`src/hdl/psu_ctrl_pkg.sv`:
```
package psu_ctrl_pkg;

    // --------------------------------------------------------------
    // Converter scaling: 12-bit codes, 1 LSB = 1 mV on 0..3.3 V pins
    // --------------------------------------------------------------
    localparam int                ADC_W         = 12;
    localparam int                SHELF_W       = 16;
    localparam int                NIB_W         = 4;
    localparam int                IDX_W         = 4;
    localparam int                SET_W         = 16;

    // Bay / slot thresholds, millivolts, midway between levels
    localparam logic [ADC_W-1:0]  BAY_INVALID_MV = 12'hC4E; // 3150
    localparam logic [ADC_W-1:0]  BAY_STEP_MV    = 12'h14A; // 330
    localparam logic [ADC_W-1:0]  BAY_TOP_MV     = 12'hB13; // 2835 (bay1/2)
    // Rack thresholds: midpoints of 3.3/2.8/2.3/1.8/1.4/1.0/0.5/0
    localparam logic [ADC_W-1:0]  RACK_THR [7] = '{
        12'hBEA, 12'h9F6, 12'h802, 12'h640, 12'h4B0, 12'h2EE, 12'h0FA};

    // Shelf input, 10 mV per LSB; window min/max per shelf
    localparam logic [SHELF_W-1:0] SHELF_MIN [10] = '{
        16'h00E6, 16'h01D6, 16'h02E4, 16'h03B6, 16'h049C,
        16'h058C, 16'h067C, 16'h076C, 16'h0852, 16'h094C};
    localparam logic [SHELF_W-1:0] SHELF_MAX [10] = '{
        16'h010E, 16'h0212, 16'h02F8, 16'h041A, 16'h0528,
        16'h062C, 16'h0730, 16'h0834, 16'h0938, 16'h0A46};

    // Setpoint pin and output scaling (pin mV, output in 10 mV)
    localparam logic [ADC_W-1:0]  SETP_HIGH_MV  = 12'hBB8; // 3000
    localparam logic [ADC_W-1:0]  SETP_LOW_MV   = 12'h064; // 100
    localparam logic [SET_W-1:0]  VOUT_MIN_CV   = 16'h08FC; // 23.00 V
    localparam logic [SET_W-1:0]  VOUT_DEF_CV   = 16'h08FC; // 23 V
    localparam logic [SET_W-1:0]  VOUT_SPAN_CV  = 16'h1068; // 42.00 V
    localparam logic [SET_W-1:0]  VOUT_MAX_STEP = 16'h03E8; // 10 V

    // Two-wire address: fixed upper bits and broadcast
    localparam logic [2:0]        ADDR_PREFIX   = 3'h4;
    localparam logic [6:0]        ADDR_BCAST    = 7'h00;

    // Timing
    localparam int                CLK_HZ        = 100_000_000;
    localparam int                SLEW_MS       = 60;
    localparam int                BLINK_HALF_US = 500;
    localparam int                BLINK_HALF_CYC =
        BLINK_HALF_US * (CLK_HZ / 1_000_000);

    typedef enum logic [1:0] {
        OUT_OFF  = 2'b00,
        OUT_ON   = 2'b01,
        OUT_OVLD = 2'b10
    } out_state_type;

    typedef struct packed {
        logic fan_fail;
        logic over_temp;
        logic over_volt;
        logic rect_fault;
    } fault_type;

    typedef struct packed {
        logic             valid;
        logic [6:0]       addr;
        logic             read;
        logic             voltage_cmd;
        logic [SET_W-1:0] value;
    } bus_cmd_type;

    typedef struct packed {
        logic [IDX_W-1:0] bay;
        logic [IDX_W-1:0] slot;
        logic [IDX_W-1:0] shelf;
    } serial_addr_type;

endpackage : psu_ctrl_pkg

```
`src/hdl/level_sync.sv`:
```
`timescale 1ns/100ps

module level_sync #(
    parameter int WIDTH = 1
) (
    input  wire logic             ref_clk,
    input  wire logic             rst,
    input  wire logic [WIDTH-1:0] async_in,
    output logic      [WIDTH-1:0] sync_out
);
    typedef struct packed {
        logic [WIDTH-1:0] first;
        logic [WIDTH-1:0] second;
    } sync_state_type;

    sync_state_type state_reg;
    sync_state_type state_next;

    initial begin
        if (WIDTH < 1) begin
            $error("level_sync width must be positive");
        end
    end

    always_comb begin
        state_next.first  = async_in;
        state_next.second = state_reg.first;
    end

    always_ff @(posedge ref_clk) begin
        if (rst) begin
            state_reg <= '0;
        end else begin
            state_reg <= state_next;
        end
    end

    assign sync_out = state_reg.second;
endmodule : level_sync

```
`src/hdl/id_level_decode.sv`:
```
`timescale 1ns/100ps

module id_level_decode (
    input  wire logic [psu_ctrl_pkg::ADC_W-1:0]   bay_mv,
    input  wire logic [psu_ctrl_pkg::ADC_W-1:0]   rack_mv,
    input  wire logic [psu_ctrl_pkg::ADC_W-1:0]   slot_mv,
    input  wire logic [psu_ctrl_pkg::SHELF_W-1:0] shelf_cv,
    output logic      [psu_ctrl_pkg::IDX_W-1:0]   bay_index,
    output logic      [psu_ctrl_pkg::IDX_W-1:0]   rack_index,
    output logic      [psu_ctrl_pkg::IDX_W-1:0]   slot_index,
    output logic      [psu_ctrl_pkg::IDX_W-1:0]   shelf_index,
    output logic      [psu_ctrl_pkg::NIB_W-1:0]   address_nibble,
    output logic                                  address_invalid
);
    import psu_ctrl_pkg::*;

    // Ten-step ladder, 0 = no resistor fitted
    function automatic logic [IDX_W-1:0] ladder10(
        input logic [ADC_W-1:0] mv
    );
        logic [IDX_W-1:0] idx;
        logic [ADC_W-1:0] thr;
        idx = 4'hA;
        thr = BAY_TOP_MV;
        for (int i = 1; i < 10; i++) begin
            if (mv > thr && idx == 4'hA) begin
                idx = IDX_W'(i);
            end
            thr = thr - BAY_STEP_MV;
        end
        if (mv >= BAY_INVALID_MV) begin
            idx = 4'h0;
        end
        return idx;
    endfunction : ladder10

    // --------------------------------------------------------------
    // Level classification
    // --------------------------------------------------------------
    // Midway threshold ladders for bay, slot and rack; min/max windows for shelf
    always_comb begin
        bay_index  = ladder10(bay_mv);
        slot_index = ladder10(slot_mv);
        rack_index = 4'h8;
        for (int i = 6; i >= 0; i--) begin
            if (rack_mv > RACK_THR[i]) begin
                rack_index = IDX_W'(i + 1);
            end
        end
        shelf_index = 4'h0;
        for (int i = 0; i < 10; i++) begin
            if (shelf_cv >= SHELF_MIN[i] && shelf_cv <= SHELF_MAX[i]) begin
                shelf_index = IDX_W'(i + 1);
            end
        end
    end

    // --------------------------------------------------------------
    // Address nibble table
    // --------------------------------------------------------------
    always_comb begin
        logic [7:0] n;
        n = 8'h00;
        address_invalid = 1'b0;
        if (bay_index >= 4'h1 && bay_index <= 4'h4 && rack_index <= 4'h4) begin
            n = 8'((rack_index - 4'h1) * 4 + (bay_index - 4'h1));
        end else if (bay_index >= 4'h1 && bay_index <= 4'h5
                     && rack_index >= 4'h6) begin
            n = 8'((rack_index - 4'h6) * 5 + (bay_index - 4'h1));
        end else if (bay_index == 4'h6 || bay_index == 4'h7) begin
            n = 8'((rack_index - 4'h1) * 2 + (bay_index - 4'h6));
        end else if (bay_index >= 4'h8 && bay_index <= 4'hA
                     && rack_index >= 4'h4) begin
            n = 8'((rack_index - 4'h4) * 3 + (bay_index - 4'h8));
        end else begin
            address_invalid = 1'b1;
        end
        address_nibble = n[NIB_W-1:0];
    end
endmodule : id_level_decode

```
`src/hdl/psu_address_output_control.sv`:
```
`timescale 1ns/100ps

module psu_address_output_control #(
    parameter int SLEW_CYC   = psu_ctrl_pkg::SLEW_MS
                               * (psu_ctrl_pkg::CLK_HZ / 1000),
    // Blink half period in cycles; shortened only for simulation
    parameter int BLINK_HALF = psu_ctrl_pkg::BLINK_HALF_CYC
) (
    input  wire logic                                 ref_clk,
    input  wire logic                                 rst,
    input  wire logic [psu_ctrl_pkg::ADC_W-1:0]       bay_position_select,
    input  wire logic [psu_ctrl_pkg::ADC_W-1:0]       rack_group_select,
    input  wire logic [psu_ctrl_pkg::ADC_W-1:0]       slot_position_select,
    input  wire logic [psu_ctrl_pkg::SHELF_W-1:0]     shelf_level_select,
    input  wire logic [psu_ctrl_pkg::ADC_W-1:0]       output_setpoint_pin,
    input  wire logic                                 protocol_open,
    input  wire logic                                 on_off_n,
    input  wire logic                                 interlock_engaged,
    input  wire logic                                 slot_shorted,
    input  wire logic                                 overload,
    input  wire logic                                 regulation_loss,
    input  wire psu_ctrl_pkg::fault_type              faults,
    input  wire psu_ctrl_pkg::bus_cmd_type            bus_cmd,
    output logic                                      cmd_accept,
    output logic                                      invalid_command,
    output psu_ctrl_pkg::serial_addr_type             serial_addr,
    output logic [6:0]                                twowire_addr,
    output logic                                      address_invalid,
    output logic                                      serial_mode,
    output logic                                      main_output_on,
    output logic [psu_ctrl_pkg::SET_W-1:0]            setpoint_target,
    output logic [psu_ctrl_pkg::SET_W-1:0]            setpoint_now,
    output logic                                      software_control,
    output logic                                      output_good_warning_n,
    output logic                                      fault_oe
);
    import psu_ctrl_pkg::*;

    initial begin
        if (SLEW_CYC < 1) begin
            $error("SLEW_CYC must be at least one cycle");
        end
        if (BLINK_HALF < 1 || BLINK_HALF > 24'hFFFFFF) begin
            $error("BLINK_HALF must fit the blink counter");
        end
    end

    localparam int STEP_CYC = (SLEW_CYC + VOUT_MAX_STEP - 1) / VOUT_MAX_STEP;
    localparam logic [23:0] STEP_CNT = 24'(STEP_CYC);
    localparam logic [23:0] BLINK_CNT = 24'(BLINK_HALF);

    // --------------------------------------------------------------
    // Synchronised pins
    // --------------------------------------------------------------
    logic [4:0] pins_sync;

    level_sync #(
        .WIDTH    (5)
    ) u_pin_sync (
        .ref_clk  (ref_clk),
        .rst      (rst),
        .async_in ({protocol_open, on_off_n, interlock_engaged,
                    slot_shorted, overload}),
        .sync_out (pins_sync)
    );

    logic proto_open_s;
    logic on_off_n_s;
    logic lock_s;
    logic slot_short_s;
    logic overload_s;

    assign {proto_open_s, on_off_n_s, lock_s, slot_short_s,
            overload_s} = pins_sync;

    // --------------------------------------------------------------
    // Identification decode
    // --------------------------------------------------------------
    logic [IDX_W-1:0] bay_idx;
    logic [IDX_W-1:0] rack_idx;
    logic [IDX_W-1:0] slot_idx;
    logic [IDX_W-1:0] shelf_idx;
    logic [NIB_W-1:0] nibble;
    logic             nib_bad;

    // Converter codes are sampled values, already in this domain
    id_level_decode u_decode (
        .bay_mv          (bay_position_select),
        .rack_mv         (rack_group_select),
        .slot_mv         (slot_position_select),
        .shelf_cv        (shelf_level_select),
        .bay_index       (bay_idx),
        .rack_index      (rack_idx),
        .slot_index      (slot_idx),
        .shelf_index     (shelf_idx),
        .address_nibble  (nibble),
        .address_invalid (nib_bad)
    );

    // --------------------------------------------------------------
    // State
    // --------------------------------------------------------------
    typedef struct packed {
        out_state_type    out_state;
        logic             sw_latch;
        logic [SET_W-1:0] target;
        logic [SET_W-1:0] now;
        logic [23:0]      slew_cnt;
        logic [23:0]      blink_cnt;
        logic             blink;
        logic             accept;
        logic             invalid;
        serial_addr_type  saddr;
        logic [6:0]       taddr;
        logic             addr_bad;
        logic             serial;
        logic             good_n;
        logic             fault_drv;
    } ctrl_state_type;

    ctrl_state_type state_reg;
    ctrl_state_type state_next;

    logic             enable_ok;
    logic             addr_hit;
    logic [SET_W-1:0] hw_setpoint;
    logic [31:0]      scaled;

    always_comb begin
        state_next = state_reg;
        state_next.serial = ~proto_open_s;

        state_next.saddr.bay   = bay_idx;
        state_next.saddr.slot  = slot_idx;
        state_next.saddr.shelf = shelf_idx;
        state_next.taddr    = {ADDR_PREFIX, nibble};
        state_next.addr_bad = nib_bad | (bay_idx == 4'h0);

        scaled = 32'(output_setpoint_pin - SETP_LOW_MV) * 32'(VOUT_SPAN_CV)
                 / 32'(SETP_HIGH_MV - SETP_LOW_MV);
        if (output_setpoint_pin > SETP_HIGH_MV) begin
            hw_setpoint = VOUT_DEF_CV;
        end else if (output_setpoint_pin < SETP_LOW_MV) begin
            hw_setpoint = VOUT_MIN_CV;
        end else begin
            hw_setpoint = VOUT_MIN_CV + scaled[SET_W-1:0];
        end

        addr_hit = bus_cmd.valid && (bus_cmd.addr == state_reg.taddr
                   || bus_cmd.addr == ADDR_BCAST) && !state_reg.serial;
        state_next.accept  = 1'b0;
        state_next.invalid = 1'b0;
        if (addr_hit) begin
            if (bus_cmd.read && bus_cmd.addr == ADDR_BCAST) begin
                state_next.invalid = 1'b1;
            end else begin
                state_next.accept = 1'b1;
                if (!bus_cmd.read && bus_cmd.voltage_cmd) begin
                    state_next.sw_latch = 1'b1;
                    state_next.target   = bus_cmd.value;
                end
            end
        end
        if (!state_reg.sw_latch && !state_next.sw_latch) begin
            state_next.target = hw_setpoint;
        end

        // Ramp at 10 V per 60 ms
        if (state_reg.now != state_reg.target) begin
            if (state_reg.slew_cnt >= STEP_CNT - 24'h1) begin
                state_next.slew_cnt = '0;
                if (state_reg.now < state_reg.target) begin
                    state_next.now = state_reg.now + 16'h1;
                end else begin
                    state_next.now = state_reg.now - 16'h1;
                end
            end else begin
                state_next.slew_cnt = state_reg.slew_cnt + 24'h1;
            end
        end else begin
            state_next.slew_cnt = '0;
        end

        enable_ok = lock_s && (state_reg.serial
                    ? (slot_idx != 4'h0)
                    : (!on_off_n_s && slot_short_s));

        case (state_reg.out_state)
            OUT_OFF: begin
                if (enable_ok) begin
                    state_next.out_state = OUT_ON;
                end
            end
            OUT_ON: begin
                if (!enable_ok) begin
                    state_next.out_state = OUT_OFF;
                end else if (overload_s) begin
                    state_next.out_state = OUT_OVLD;
                end
            end
            OUT_OVLD: begin
                if (!enable_ok) begin
                    state_next.out_state = OUT_OFF;
                end else if (!overload_s) begin
                    state_next.out_state = OUT_ON;
                end
            end
            default: begin
                state_next.out_state = OUT_OFF;
            end
        endcase

        if (state_reg.out_state == OUT_OVLD) begin
            if (state_reg.blink_cnt >= BLINK_CNT - 24'h1) begin
                state_next.blink_cnt = '0;
                state_next.blink     = ~state_reg.blink;
            end else begin
                state_next.blink_cnt = state_reg.blink_cnt + 24'h1;
            end
        end else begin
            state_next.blink_cnt = '0;
            state_next.blink     = 1'b0;
        end

        case (state_next.out_state)
            OUT_ON:   state_next.good_n = ~regulation_loss;
            OUT_OVLD: state_next.good_n = state_next.blink;
            default:  state_next.good_n = 1'b0;
        endcase

        state_next.fault_drv = |faults;
    end

    // --------------------------------------------------------------
    // Registers
    // --------------------------------------------------------------
    always_ff @(posedge ref_clk) begin
        if (rst) begin
            state_reg           <= '0;
            state_reg.target    <= VOUT_DEF_CV;
            state_reg.now       <= VOUT_DEF_CV;
            state_reg.out_state <= OUT_OFF;
        end else begin
            state_reg <= state_next;
        end
    end

    assign cmd_accept            = state_reg.accept;
    assign invalid_command       = state_reg.invalid;
    assign serial_addr           = state_reg.saddr;
    assign twowire_addr          = state_reg.taddr;
    assign address_invalid       = state_reg.addr_bad;
    assign serial_mode           = state_reg.serial;
    assign main_output_on        = state_reg.out_state != OUT_OFF;
    assign setpoint_target       = state_reg.target;
    assign setpoint_now          = state_reg.now;
    assign software_control      = state_reg.sw_latch;
    assign output_good_warning_n = state_reg.good_n;
    assign fault_oe              = state_reg.fault_drv;
endmodule : psu_address_output_control

```
`config.mk`:
```
export PLATFORM = sky130hd
export DESIGN_NAME = psu_address_output_control
export DESIGN_NICKNAME = d
export VERILOG_FILES = /design/src/hdl/psu_ctrl_pkg.sv /design/src/hdl/level_sync.sv /design/src/hdl/id_level_decode.sv /design/src/hdl/psu_address_output_control.sv
export SDC_FILE = /design/constraint.sdc
export NUM_CORES = 1
export LEC_CHECK = 0
export BUFFER_PORTS_ARGS = -buffer_cell sky130_fd_sc_hd__buf_2
export CORE_MARGIN = 1.5
export CORE_UTILIZATION = 45
export DETAILED_ROUTE_END_ITERATION = 7
export GPL_ROUTABILITY_DRIVEN = 0
export SYNTH_ARGS = -nofsm -noshare
export SYNTH_HDL_FRONTEND = slang
export SYNTH_HIERARCHICAL = 1
export SYNTH_SLANG_ARGS = --single-unit
```
`constraint.sdc`:
```
create_clock -name ref_clk -period 28.5 [get_ports ref_clk]
set_input_delay 4.275 -clock ref_clk [delete_from_list [all_inputs] [get_ports ref_clk]]
set_output_delay 4.275 -clock ref_clk [all_outputs]
set_load 0.02 [all_outputs]
```
==> qor.csv <==
metric;value;unit
actual slew at the worst max-slew pin;1130;ps
gr ovfl total;0;
total track usage;0.228;
Synth top area share;0.126;
Crit. End Element;register;
synth unique cells;138;
crit-path max cell delay;930;ps
Core Region;0.0408;mm2
synthesized area;0.0186;mm2
DRC Markers;0;
register bit total from synthesis;117;
total number of vias;18439;
clock sink count;117;
Worst setup SP type;input pin;
status;finished, final reports clean;
vias in the first global route;16627;
CP arrival;26840;ps
Max-cap violations;0;
1st-pass router iterations;5;
max reg flops;51;
min Tclk post-route;26500;ps
Root Buffer;clkbuf_16;
Clock transition at path regs;60;ps
die height;206;um
Setup TNS;0;ps
most common cell in the netlist;nor2_1;
commonest cells in the netlist;nor2_1 (209), nand2_1 (198), a21oi_1 (144), inv_1 (140), ha_1 (135);
M1 WL;23.9;mm
Post-layout nets;2800;
Max FO, Critical Path;23;
Crit-path slowest cell;o41ai_1;
I/O Pins;161;
Syn Area/Cell;7.49;um2
Period Utilization, post-route;0.930;
initial core utilization;0.455;
RSZ-0062 raised after global routing;no;
Slew HR;0.235;
Layout Skew;10.3;ps
Starting DRT DRC Count;1236;
cts bufs inserted;17;
Crit path max-delay family;compound AO/OA/AOI/OAI gates;
port bufs;158;
final WL;49.8;mm
area delta synth->final;7.22;%
Final setup viols;0;
first-pass GRT wire length;81.1;mm
DR WL met3;1.86;mm
largest net degree at the start of global routing;57;
row cnt;74;
CTS H-Tree Depth;4;
most frequent CP cell;ha_1;
worst path bufs/invs;7;
Required @ worst endpoint;28840;ps
Synth Flop Type;dfxtp_1;
Clock Latency Late Sink;420;ps
DRT antenna net count;0;
top sig layer;met4;
Die ar.;0.0425;mm2
ys async rst share;0;
Synth warnings;6;
initial antenna violation count;1;
max-slew violations;0;
post-synth top area cell;dfxtp_1;
critical path class;input pin to register;
Seq/Total Area, Yosys;0.126;
synth top area cells;dfxtp_1 (13%), ha_1 (9.1%), xnor2_1 (6.3%);
EDFF count, synth;0;
chip width;206;um
clk buf depth;2;
synthesized instance count;2481;
CTS tree;done;
cts hold-fix bufs;0;
wire per inst;16.1;um
Vias/cell;5.98;
Final Hold Viols;0;
layout cells sized above 1;0.137;
Hold Path Class;register to register;
routed wl met2;23.1;mm
post-detail-place hpwl;39.5;mm
Max Fclk;37.7;MHz
==> routing by layer <==
layer / vias up / GRT usage
met3: 54 / 0.0289
li1: 9269 / -
met4: 0 / 0.0546
met5: - / 0
met2: 441 / 0.377
met1: 8675 / 0.312
==> layout make-up <==
type                       instances  area [um2]
timing repair buffer             172         896
inverter                         146         553
clock buffer                      18         429
fill                            4116       20900
antenna                            2        5.00
clock inverter                    14         143
tap                              532         666
sequential                       117        2340
multi-input combinational       2083       14900
==> placed cells by master (no fill, tap or decap), drive strengths merged, types with 19 or more instances in the layout <==
cell type / count
o31ai: 28
or2: 19
a21o: 38
nor4: 40
ha: 135
or3: 28
xnor2: 138
nand2: 201
o21ai: 161
nor2b: 45
nand4: 23
buf: 172
inv: 149
o211ai: 46
nor2: 211
o21a: 26
mux2i: 41
a31oi: 45
nor3: 81
dfxtp: 117
and2: 32
a211oi: 41
conb: 21
a21oi: 155
and3: 28
fa: 26
xor2: 49
o22ai: 22
nand3: 84
==> kinds of logic after synthesis <==
group	synth area share
buf+inv	0.0774
fa+ha+maj	0.122
flops	0.126
compound gates	0.319
other cells	0.000202
simple gates	0.233
mux	0.0314
xor+xnor	0.0912
==> what timing repair did <==
action	CTS	global route
setup buffers	0	0
resized for setup	0	1
endpoints found under the hold margin	0	0
setup endpoints to repair	0	1
==> per-stage QoR <==
stage          utilization  area (um2)  instances  worst slack (ps)  hold slack, ps
2_1_floorplan            -       18700       2501              6010             368
3_3_place_gp         0.474       19300       3050              2440             372
3_5_place_dp         0.474       19300       3050              1630             379
4_1_cts              0.488       19900       3082              2020             388
5_1_grt              0.488       19900       3083              84.2             391
6_report             0.488       19900       3084              2000             386
==> final timing paths <==
check                                             from                 end  slack, ps  cells past startpoint
worst max-delay path            output_setpoint_pin[2]  setpoint_target[0]       2000                     71
worst min-delay path            u_pin_sync/sync_out[4]         serial_mode        390                      1
worst max register to register      setpoint_target[1]    setpoint_now[15]      23120                     33
worst min register to register  u_pin_sync/sync_out[4]         serial_mode        390                      1
Power is not shown: default switching activity piles up to over one toggle a cycle in this logic, so the estimate is an artifact.
